### src/gppv_pkg.sv
`default_nettype none

package gppv_pkg;

   // ---------------------------------------------------------------
   // Register port geometry
   // ---------------------------------------------------------------
   localparam int ADDR_W = 8;
   localparam int DATA_W = 8;

   // ---------------------------------------------------------------
   // Register offsets and reset value
   // ---------------------------------------------------------------
   localparam logic [ADDR_W-1:0] OFF_DRIVE     = 8'h29;
   localparam logic [ADDR_W-1:0] OFF_BIDIR_MON = 8'h2a;
   localparam logic [ADDR_W-1:0] OFF_FSEL_A    = 8'h2b;
   localparam logic [ADDR_W-1:0] OFF_FSEL_B    = 8'h2c;
   localparam logic [ADDR_W-1:0] OFF_IN_MON    = 8'h2f;
   localparam logic [DATA_W-1:0] RST_VAL       = 8'h00;

   // ---------------------------------------------------------------
   // Field layout
   // ---------------------------------------------------------------
   localparam logic [DATA_W-1:0] DRIVE_WMASK   = 8'hf8;
   localparam logic [DATA_W-1:0] FSEL_WMASK    = 8'h77;
   localparam int                BIT_BIDIR_VAL = 7;
   localparam int                BIT_OUT_ONE   = 6;
   localparam int                BIT_BIDIR_MON = 7;
   localparam int                FSEL_HI_LO    = 4;
   localparam int                FSEL_LO_LO    = 0;
   localparam int                IN_MON_LO     = 4;
   localparam int                NUM_OUT       = 4;
   localparam int                NUM_IN        = 4;
   localparam int                FN_W          = 3;
   localparam int                OUT_FN_W      = 4;

   // ---------------------------------------------------------------
   // Function codes
   // ---------------------------------------------------------------
   localparam logic [OUT_FN_W-1:0] OUT_FN_GPO   = 4'h1;
   localparam logic [OUT_FN_W-1:0] BIDIR_FN_GPI = 4'h2;

   typedef enum logic [FN_W-1:0] {
      FN_OFF,
      FN_GPI,
      FN_MCLK,
      FN_DAISY,
      FN_PDM1,
      FN_PDM2,
      FN_PDM3,
      FN_PDM4
   } gppv_in_fn_t;

endpackage

`default_nettype wire

### src/gppv_cfg_if.sv
`timescale 1ns/100ps
`default_nettype none

interface gppv_cfg_if;
   import gppv_pkg::*;

   logic                drive_bidir;
   logic [NUM_OUT-1:0]  drive_out;
   logic                bidir_gpo;
   logic [NUM_OUT-1:0]  out_gpo;
   logic [FN_W-1:0]     in_fn [NUM_IN];
   logic [NUM_IN-1:0]   in_lvl;

   modport regs  (output drive_bidir, drive_out, bidir_gpo, out_gpo, in_fn, input in_lvl);
   modport drive (input drive_bidir, drive_out, bidir_gpo, out_gpo);
   modport route (input in_fn, output in_lvl);
endinterface

`default_nettype wire

### src/gppv_top.sv
// Overview of operation
// - Bit 7 drives bidirectional pin in output mode
// - Bit 6 drives output pin one
// - Bit 5 drives output pin two
// - Bit 4 drives output pin three
// - Bit 3 drives output pin four
// - Stored zero drives low, one drives high
// - Monitor bit 7 shows bidirectional pin input level
// - Bits 6:4 select input pin one function
// - Code 3 routes pin to daisy-chain input
// - Codes 4-7 route pin to PDM pairs
// - Bits 2:0 select input pin two function
// - Pin two code 1 is observable input
// - Drive value register resets to zero
// - Second select register at 0x2c, resets zero
// - Second register selects pins three and four
// - Input monitor reports pins one-four in 7:4
// - Drive value only acts in output mode
`timescale 1ns/100ps
`default_nettype none

module gppv_top (
   input  wire logic                          mclk_i,
   input  wire logic                          rst_b_i,
   input  wire logic [gppv_pkg::ADDR_W-1:0]   reg_addr_i,
   input  wire logic                          reg_wr_i,
   input  wire logic                          reg_rd_i,
   input  wire logic [gppv_pkg::DATA_W-1:0]   reg_wdata_i,
   output logic      [gppv_pkg::DATA_W-1:0]   reg_rdata_o,
   input  wire logic [gppv_pkg::OUT_FN_W-1:0] bidir_pin_one_function_i,
   input  wire logic [gppv_pkg::OUT_FN_W-1:0] out_pin_one_function_i,
   input  wire logic [gppv_pkg::OUT_FN_W-1:0] out_pin_two_function_i,
   input  wire logic [gppv_pkg::OUT_FN_W-1:0] out_pin_three_function_i,
   input  wire logic [gppv_pkg::OUT_FN_W-1:0] out_pin_four_function_i,
   input  wire logic                          bidir_pin_one_i,
   output logic                               bidir_pin_one_o,
   output logic                               bidir_pin_one_oe_o,
   output logic                               out_pin_one_o,
   output logic                               out_pin_one_oe_o,
   output logic                               out_pin_two_o,
   output logic                               out_pin_two_oe_o,
   output logic                               out_pin_three_o,
   output logic                               out_pin_three_oe_o,
   output logic                               out_pin_four_o,
   output logic                               out_pin_four_oe_o,
   input  wire logic                          in_pin_one_i,
   input  wire logic                          in_pin_two_i,
   input  wire logic                          in_pin_three_i,
   input  wire logic                          in_pin_four_i,
   output logic                               mclk_o,
   output logic                               mclk_valid_o,
   output logic                               daisy_chain_serial_input_o,
   output logic                               daisy_chain_valid_o,
   output logic      [3:0]                    pdm_data_o,
   output logic      [3:0]                    pdm_data_valid_o
);
   import gppv_pkg::*;

   // ---------------------------------------------------------------
   // Helpers
   // ---------------------------------------------------------------
   function automatic logic [FN_W-1:0] fsel_field(input logic [DATA_W-1:0] r,
                                                  input int lo);
      return r[lo +: FN_W];
   endfunction

   function automatic logic is_gpo(input logic [OUT_FN_W-1:0] fn);
      return fn == OUT_FN_GPO;
   endfunction

   // ---------------------------------------------------------------
   // Storage
   // ---------------------------------------------------------------
   logic [DATA_W-1:0] drive_r;
   logic [DATA_W-1:0] fsel_a_r;
   logic [DATA_W-1:0] fsel_b_r;
   logic              bidir_mon_r;
   logic [DATA_W-1:0] rdata_nxt;
   logic [NUM_OUT-1:0] out_o;
   logic [NUM_OUT-1:0] out_oe;
   logic [NUM_IN-1:0]  in_pins;

   gppv_cfg_if cfg ();

   assign in_pins = {in_pin_four_i, in_pin_three_i, in_pin_two_i, in_pin_one_i};

   // ---------------------------------------------------------------
   // Register writes
   // ---------------------------------------------------------------
   // Masking on write keeps reserved bits at zero for good
   always_ff @(posedge mclk_i) begin
      if (!rst_b_i) begin
         drive_r <= RST_VAL;
      end else if (reg_wr_i && reg_addr_i == OFF_DRIVE) begin
         drive_r <= reg_wdata_i & DRIVE_WMASK;
      end
   end

   always_ff @(posedge mclk_i) begin
      if (!rst_b_i) begin
         fsel_a_r <= RST_VAL;
      end else if (reg_wr_i && reg_addr_i == OFF_FSEL_A) begin
         fsel_a_r <= reg_wdata_i & FSEL_WMASK;
      end
   end

   always_ff @(posedge mclk_i) begin
      if (!rst_b_i) begin
         fsel_b_r <= RST_VAL;
      end else if (reg_wr_i && reg_addr_i == OFF_FSEL_B) begin
         fsel_b_r <= reg_wdata_i & FSEL_WMASK;
      end
   end

   // ---------------------------------------------------------------
   // Configuration towards the pin logic
   // ---------------------------------------------------------------
   assign cfg.drive_bidir = drive_r[BIT_BIDIR_VAL];
   assign cfg.drive_out   = {drive_r[BIT_OUT_ONE-3],
                             drive_r[BIT_OUT_ONE-2],
                             drive_r[BIT_OUT_ONE-1],
                             drive_r[BIT_OUT_ONE]};
   assign cfg.bidir_gpo   = is_gpo(bidir_pin_one_function_i);
   assign cfg.out_gpo     = {is_gpo(out_pin_four_function_i),
                             is_gpo(out_pin_three_function_i),
                             is_gpo(out_pin_two_function_i),
                             is_gpo(out_pin_one_function_i)};
   assign cfg.in_fn[0]    = fsel_field(fsel_a_r, FSEL_HI_LO);
   assign cfg.in_fn[1]    = fsel_field(fsel_a_r, FSEL_LO_LO);
   assign cfg.in_fn[2]    = fsel_field(fsel_b_r, FSEL_HI_LO);
   assign cfg.in_fn[3]    = fsel_field(fsel_b_r, FSEL_LO_LO);

   // ---------------------------------------------------------------
   // Bidirectional pin monitor
   // ---------------------------------------------------------------
   // Reads zero outside input mode so stale levels never show
   always_ff @(posedge mclk_i) begin
      if (!rst_b_i) begin
         bidir_mon_r <= 1'b0;
      end else begin
         bidir_mon_r <= (bidir_pin_one_function_i == BIDIR_FN_GPI) & bidir_pin_one_i;
      end
   end

   // ---------------------------------------------------------------
   // Register reads
   // ---------------------------------------------------------------
   always_comb begin
      rdata_nxt = RST_VAL;
      case (reg_addr_i)
         OFF_DRIVE:     rdata_nxt = drive_r;
         OFF_BIDIR_MON: rdata_nxt[BIT_BIDIR_MON] = bidir_mon_r;
         OFF_FSEL_A:    rdata_nxt = fsel_a_r;
         OFF_FSEL_B:    rdata_nxt = fsel_b_r;
         OFF_IN_MON: begin
            for (int i = 0; i < NUM_IN; i++) begin
               rdata_nxt[IN_MON_LO + NUM_IN - 1 - i] = cfg.in_lvl[i];
            end
         end
         default:       rdata_nxt = RST_VAL;
      endcase
   end

   always_ff @(posedge mclk_i) begin
      if (!rst_b_i) begin
         reg_rdata_o <= RST_VAL;
      end else if (reg_rd_i) begin
         reg_rdata_o <= rdata_nxt;
      end
   end

   // ---------------------------------------------------------------
   // Pin logic
   // ---------------------------------------------------------------
   gppv_pin_drive u_drive (
      .mclk_i     (mclk_i),
      .rst_b_i    (rst_b_i),
      .cfg        (cfg.drive),
      .bidir_o    (bidir_pin_one_o),
      .bidir_oe_o (bidir_pin_one_oe_o),
      .out_o      (out_o),
      .out_oe_o   (out_oe)
   );

   assign {out_pin_four_o, out_pin_three_o, out_pin_two_o, out_pin_one_o} = out_o;
   assign {out_pin_four_oe_o, out_pin_three_oe_o,
           out_pin_two_oe_o, out_pin_one_oe_o} = out_oe;

   gppv_in_route u_route (
      .mclk_i        (mclk_i),
      .rst_b_i       (rst_b_i),
      .cfg           (cfg.route),
      .pins_i        (in_pins),
      .mclk_o        (mclk_o),
      .mclk_valid_o  (mclk_valid_o),
      .daisy_o       (daisy_chain_serial_input_o),
      .daisy_valid_o (daisy_chain_valid_o),
      .pdm_o         (pdm_data_o),
      .pdm_valid_o   (pdm_data_valid_o)
   );
endmodule // gppv_top

`default_nettype wire

### src/gppv_pin_drive.sv
`timescale 1ns/100ps
`default_nettype none

module gppv_pin_drive (
   input  wire logic                         mclk_i,
   input  wire logic                         rst_b_i,
   gppv_cfg_if.drive                         cfg,
   output logic                              bidir_o,
   output logic                              bidir_oe_o,
   output logic [gppv_pkg::NUM_OUT-1:0]      out_o,
   output logic [gppv_pkg::NUM_OUT-1:0]      out_oe_o
);
   import gppv_pkg::*;

   // Pins only drive while in output mode; value is the stored level
   always_ff @(posedge mclk_i) begin
      if (!rst_b_i) begin
         bidir_o    <= 1'b0;
         bidir_oe_o <= 1'b0;
      end else begin
         bidir_o    <= cfg.bidir_gpo & cfg.drive_bidir;
         bidir_oe_o <= cfg.bidir_gpo;
      end
   end

   always_ff @(posedge mclk_i) begin
      if (!rst_b_i) begin
         out_o    <= '0;
         out_oe_o <= '0;
      end else begin
         out_o    <= cfg.out_gpo & cfg.drive_out;
         out_oe_o <= cfg.out_gpo;
      end
   end

endmodule // gppv_pin_drive

`default_nettype wire

### src/gppv_in_route.sv
`timescale 1ns/100ps
`default_nettype none

module gppv_in_route (
   input  wire logic                        mclk_i,
   input  wire logic                        rst_b_i,
   gppv_cfg_if.route                        cfg,
   input  wire logic [gppv_pkg::NUM_IN-1:0] pins_i,
   output logic                             mclk_o,
   output logic                             mclk_valid_o,
   output logic                             daisy_o,
   output logic                             daisy_valid_o,
   output logic [3:0]                       pdm_o,
   output logic [3:0]                       pdm_valid_o
);
   import gppv_pkg::*;

   // Lowest numbered pin wins when two pins claim one function
   function automatic logic [1:0] pick(input logic [NUM_IN*FN_W-1:0] fns,
                                       input logic [NUM_IN-1:0] lvl,
                                       input gppv_in_fn_t code);
      logic [1:0] res;
      res = 2'b00;
      for (int i = NUM_IN - 1; i >= 0; i--) begin
         if (fns[i*FN_W +: FN_W] == code) begin
            res = {1'b1, lvl[i]};
         end
      end
      return res;
   endfunction

   logic [NUM_IN*FN_W-1:0] fns;
   logic [1:0]             p_mclk;
   logic [1:0]             p_daisy;
   logic [1:0]             p_pdm [4];

   always_comb begin
      for (int i = 0; i < NUM_IN; i++) begin
         fns[i*FN_W +: FN_W] = cfg.in_fn[i];
      end
   end

   assign p_mclk  = pick(fns, pins_i, FN_MCLK);
   assign p_daisy = pick(fns, pins_i, FN_DAISY);
   assign p_pdm[0] = pick(fns, pins_i, FN_PDM1);
   assign p_pdm[1] = pick(fns, pins_i, FN_PDM2);
   assign p_pdm[2] = pick(fns, pins_i, FN_PDM3);
   assign p_pdm[3] = pick(fns, pins_i, FN_PDM4);

   always_ff @(posedge mclk_i) begin
      if (!rst_b_i) begin
         {mclk_valid_o, mclk_o}   <= 2'b00;
         {daisy_valid_o, daisy_o} <= 2'b00;
         pdm_o                    <= '0;
         pdm_valid_o              <= '0;
      end else begin
         {mclk_valid_o, mclk_o}   <= p_mclk;
         {daisy_valid_o, daisy_o} <= p_daisy;
         for (int k = 0; k < 4; k++) begin
            {pdm_valid_o[k], pdm_o[k]} <= p_pdm[k];
         end
      end
   end

   // Monitor reads zero unless the pin is a general input
   always_ff @(posedge mclk_i) begin
      if (!rst_b_i) begin
         cfg.in_lvl <= '0;
      end else begin
         for (int i = 0; i < NUM_IN; i++) begin
            cfg.in_lvl[i] <= (cfg.in_fn[i] == FN_GPI) & pins_i[i];
         end
      end
   end

endmodule // gppv_in_route

`default_nettype wire

### config.mk
export PLATFORM = sky130hd
export DESIGN_NAME = gppv_top
export DESIGN_NICKNAME = d
export VERILOG_FILES = /design/src/gppv_pkg.sv /design/src/gppv_cfg_if.sv /design/src/gppv_top.sv /design/src/gppv_pin_drive.sv /design/src/gppv_in_route.sv
export SDC_FILE = /design/constraint.sdc
export NUM_CORES = 1
export LEC_CHECK = 0
export BUFFER_PORTS_ARGS = -buffer_cell sky130_fd_sc_hd__clkbuf_2
export CORE_ASPECT_RATIO = 1.25
export CORE_MARGIN = 4
export CORE_UTILIZATION = 46
export DETAILED_ROUTE_END_ITERATION = 10
export PLACE_DENSITY = 0.86
export SKIP_LAST_GASP = 1
export SLEW_MARGIN = 30
export SYNTH_ARGS = -nofsm -noshare
export SYNTH_HDL_FRONTEND = slang
export SYNTH_SLANG_ARGS = --single-unit
### constraint.sdc
create_clock -name mclk_i -period 1.25 [get_ports mclk_i]
set_input_delay 0.1875 -clock mclk_i [delete_from_list [all_inputs] [get_ports mclk_i]]
set_output_delay 0.1875 -clock mclk_i [all_outputs]
set_load 0.01 [all_outputs]
==> results.md <==
- The setup violation total in the final timing report is 2.
- The cell at the root of the clock tree is sky130_fd_sc_hd__clkbuf_8.
- The H-tree generated during clock tree synthesis spans 2 levels.
- The via count of the first global-routing pass came to 2253.
- In this design, the stage delay of the slowest critical-path cell is 0.37 ns.
- In the post-route analysis, the smallest setup slack over all paths is -0.0130 ns.
- The detailed-placement wirelength estimate is 4970 um.
- The top flip-flop cell by instance count after synthesis is sky130_fd_sc_hd__dfxtp_1.
- The number of cell rows is 29.
- The worst slack on hold paths is 0.0311 ns.
- After the last flow step, the layout net total stands at 409.
- The type of the setup path with the least slack is reg2reg.
- The synthesized design contains 0 enable-type register cells.
- The number of design rule violations left after detail routing is 0.
- The critical path capture point type is a flop.
- The worst register-to-register path begins at fsel_b_r[6]$_SDFFE_PN0P_.
- The initial detailed-routing violation count is 231.
- The post-synthesis average cell area is 9.10 um^2.
- The repair_antennas step left the layout with diodes totalling 0.
- The maximum number of pins on one net before global-route repair is 22.
- Global routing consumed, over all layers together, 20.9% of the routing resources.
- The arrival time of the worst setup path is 1.46 ns.
- The kind of path behind the tightest hold check is in2reg.
- The routed wire length is 6670 um.
- The run finished, with violations left.
- The initial antenna violation count was 0.
- The final reports fail on negative setup slack.
- The sink count of the clock tree is 52.
- The number of non-filler instances in the completed layout is 427.
- Global routing finished with a remaining overflow of 0.
- The final number of max-transition violations is 0.
- The clock share of power is 37.4%.
- The internal portion of the total power is 2360 uW.
- Yosys printed 0 warnings.
- Across the routed clock network, the largest skew measured is 0.0109 ns.
- The portion of the post-synthesis area used by sequential elements is 43.5%.
- The startpoint type of the worst setup path is a flop.
- In the layout the commonest cells are 74 x sky130_fd_sc_hd__clkbuf_2, 44 x sky130_fd_sc_hd__dfxtp_1, 34 x sky130_fd_sc_hd__buf_4.
- The flip-flop and latch count after synthesis is 52.
- For the finished layout, the period the worst path requires is 1.26 ns.
- The first-pass GRT wire length is 10500 um.
- The worst hold path endpoint is u_drive.out_oe_o[0]$_SDFF_PN0_.
- The floorplan step defined a die boundary enclosing 0.00643 mm^2.
- The dominant cell type by count on the critical path is sky130_fd_sc_hd__buf_6.
- The slowest stage of the critical path is the sky130_fd_sc_hd__dfxtp_4 cell.
- The count of pins on the block boundary is 75.
- The share of the clock period used by the worst path is 101%.
- The clock-pin slew on the worst setup and hold paths is 0.10 ns.
- In this run the tool buffered the top-level ports with 74 buffer cells.
- After synthesis, the netlist uses 53 different library cells.
- The clock passes through at most 2 buffers.
- The effective utilization at floorplan is 47.4%.
- Based on the critical path, the design can be clocked at up to 792 MHz.
- The layout overhead on the synthesized area is 37.7%.
- The length of the first detailed-routing pass in iterations is 5.
- The slew of the pin with the lowest slew margin is 0.406 ns.
- The number of max-cap violations is 0.
- The clock insertion delay at the later pin of the skew report is 0.31 ns.
- The category of cells accounting for the largest share of critical-path delay is flip-flops.
- The signal on the critical path passes through buf_6, buf_6, nand3b_1, mux2i_1, a21oi_1, o21bai_1.
- The die height is 88.6 um.
- Counting flops with an async set or reset pin after synthesis yields a share of 0%.
- After detailed placement, the design holds a cell count of 416.
- The CTS tree is done.
- Buffers inserted during clock tree synthesis total 5.
- The placeable core area is 0.00504 mm^2.
- The most common library cell in the layout ignoring fill and taps is sky130_fd_sc_hd__clkbuf_2.
- The hold violation total from the final report is 0.
- After detailed routing, the number of vias per cell comes to 5.69.
- In this run the remaining antenna-violating nets after routing total 0.
- The die boundary width is 72.5 um.
- Synthesis produced a netlist whose cell count is 263.
- The sum of negative setup slack is -0.0142 ns.
- For this design the ratio of total power to cell area is 920 mW/mm^2.
- The net count after synthesis is 308.
- The per-cell routed wire length is 15.6 um.
- For this block, the via count after detailed routing is 2430.
- The final weighted congestion of routability-driven global placement is 0.975.
- The power spent charging and discharging nets is 672 uW.
- The reg-to-reg setup timing slack is -0.01 ns.
- Setup repair after global routing could not meet its margin everywhere.
- The standby leakage power is 0.00145 uW.
- Counting cells, the worst reg-to-reg path comes to 6.
- The reg-to-reg endpoint is u_route.pdm_o[2]$_SDFF_PN0_.
- Combinational logic is responsible for 8.0% of the overall power.
- The endpoint required time on the critical path is 1.45 ns.
- Counting both buffers and inverters, the worst setup path holds a total of 2.
- The sequential fraction of design power is 54.6%.
- The share of post-route cells with drive strength above 1 is 41.4%.
- The worst pin sits at a relative slew slack of 72.9%.
- The cell area after synthesis is 0.00239 mm^2.
- Net switching is 22.2% of the power.
- The worst IR drop on VDD is 0.654 mV.
- Of all nets on the critical path, the largest fanout is 5.
- The number of cells on the worst hold path is 2.
- Measured on the finished design, the core utilization comes to 65.3%.
- In this run the most critical hold path is launched from out_pin_one_function_i[1].
-- stage by stage --
| step | instance area [um^2] | setup WS (ns) | total power, uW |
|---|---|---|---|
| after CTS | 3210 | -0.0190 | 3050 |
| after floorplan | 2410 | -0.00242 | 1800 |
| after detailed placement | 3060 | -0.206 | 1940 |
| final | 3290 | -0.0130 | 3030 |
| after global placement | 3060 | -0.136 | 1930 |
| after global routing | 3290 | -0.0733 | 3130 |
-- flip-flops by register name, summed over array words and instances, names as in the netlist --
name	count
bidir_mon_r	1
drive_r	5
fsel_a_r	6
fsel_b_r	6
reg_rdata_o	8
u_drive.bidir_o	1
u_drive.bidir_oe_o	1
u_drive.out_o	4
u_drive.out_oe_o	4
u_route.cfg.in_lvl	4
u_route.daisy_o	1
u_route.daisy_valid_o	1
u_route.mclk_o	1
u_route.mclk_valid_o	1
u_route.pdm_o	4
u_route.pdm_valid_o	4
-- Yosys cell counts, types with 2 or more instances --
cell                         n  area [um^2]
sky130_fd_sc_hd__a22oi_1     2         15.0
sky130_fd_sc_hd__a21boi_0    2         15.0
sky130_fd_sc_hd__and2b_1     2         15.0
sky130_fd_sc_hd__o21ai_0    17         85.1
sky130_fd_sc_hd__clkbuf_2    2         10.0
sky130_fd_sc_hd__a211oi_1    2         15.0
sky130_fd_sc_hd__nor4_1      7         43.8
sky130_fd_sc_hd__a32oi_1     3         26.3
sky130_fd_sc_hd__nand2b_1    9         56.3
sky130_fd_sc_hd__o211ai_1    2         15.0
sky130_fd_sc_hd__buf_4       2         15.0
sky130_fd_sc_hd__and2_1      6         37.5
sky130_fd_sc_hd__clkbuf_1   12         45.0
sky130_fd_sc_hd__nor4b_1     3         26.3
sky130_fd_sc_hd__nand4_1     2         12.5
sky130_fd_sc_hd__o31ai_1     2         15.0
sky130_fd_sc_hd__nand4b_1    2         17.5
sky130_fd_sc_hd__dfxtp_1    52         1040
sky130_fd_sc_hd__o311ai_0    2         17.5
sky130_fd_sc_hd__mux2_2      2         22.5
sky130_fd_sc_hd__nor2b_1     4         25.0
sky130_fd_sc_hd__nor3b_1     7         52.6
sky130_fd_sc_hd__a41oi_1     2         17.5
sky130_fd_sc_hd__nand3_1    21          105
sky130_fd_sc_hd__buf_2       5         25.0
sky130_fd_sc_hd__nor2_1     15         56.3
sky130_fd_sc_hd__and3_1      3         18.8
sky130_fd_sc_hd__o2111ai_1   3         26.3
sky130_fd_sc_hd__a21oi_1     3         15.0
sky130_fd_sc_hd__nand3b_1   11         82.6
sky130_fd_sc_hd__nand4_2     2         25.0
sky130_fd_sc_hd__a31oi_1     3         18.8
sky130_fd_sc_hd__nand2_1    19         71.3
sky130_fd_sc_hd__and4b_1     2         20.0
sky130_fd_sc_hd__o41ai_1     2         17.5
sky130_fd_sc_hd__mux2i_1     9         90.1
sky130_fd_sc_hd__inv_1       2         7.51
sky130_fd_sc_hd__o22a_1      2         17.5
-- metal layers --
metal,routed length (um),vias up,global-route usage [%]
met1,2690,1162,23.9
met3,349,12,3.86
met2,3520,82,37.8
li1,-,1174,-
met5,0,-,0
met4,111,0,9.23
-- power groups by stage --
stage / combinational [uW] / clock, uW / sequential [uW]
after floorplan: 104 / 0 / 1700
after CTS: 239 / 1160 / 1660
after detailed placement: 238 / 0 / 1700
after global routing: 263 / 1210 / 1650
final: 243 / 1130 / 1650
after global placement: 231 / 0 / 1700
-- worst max path at each step --
stage	startpoint	end	slack [ns]	cells past startpoint
2_1_floorplan	reg_addr_i[4]	reg_rdata_o[6]$_SDFFE_PN0P_	-0.002	4
3_3_place_gp	reg_addr_i[4]	fsel_b_r[4]$_SDFFE_PN0P_	-0.14	6
3_5_place_dp	reg_addr_i[4]	fsel_b_r[4]$_SDFFE_PN0P_	-0.21	6
4_1_cts	fsel_b_r[6]$_SDFFE_PN0P_	u_route.pdm_o[0]$_SDFF_PN0_	-0.02	4
5_1_grt	fsel_b_r[5]$_SDFFE_PN0P_	u_route.pdm_o[2]$_SDFF_PN0_	-0.07	6
6_report	fsel_b_r[6]$_SDFFE_PN0P_	u_route.pdm_o[2]$_SDFF_PN0_	-0.01	6
-- logic make-up after synthesis --
logic type / share of synthesized area, %
mux: 4.71
flops: 43.5
simple gates: 31.2
buf+inv: 4.45
compound gates: 16.2
-- repair_timing --
item | in CTS | in global routing
hold endpoints to repair | 0 | 0
resized for setup | 14 | 17
endpoints found under the setup margin | 6 | 8
buffers inserted | 2 | 2
hold buffers | 0 | 0
pin swaps | 6 | 7
-- area by class of cell --
cell class / count / area [um^2]
Multi-Input combinational cell: 187 / 1330
Clock inverter: 2 / 35.0
Sequential cell: 52 / 1060
Timing Repair Buffer: 115 / 713
Clock buffer: 6 / 72.6
Fill cell: 391 / 1750
Tap cell: 62 / 77.6
Inverter: 3 / 11.3
No activity file was read; power rests on OpenSTA's default activity.
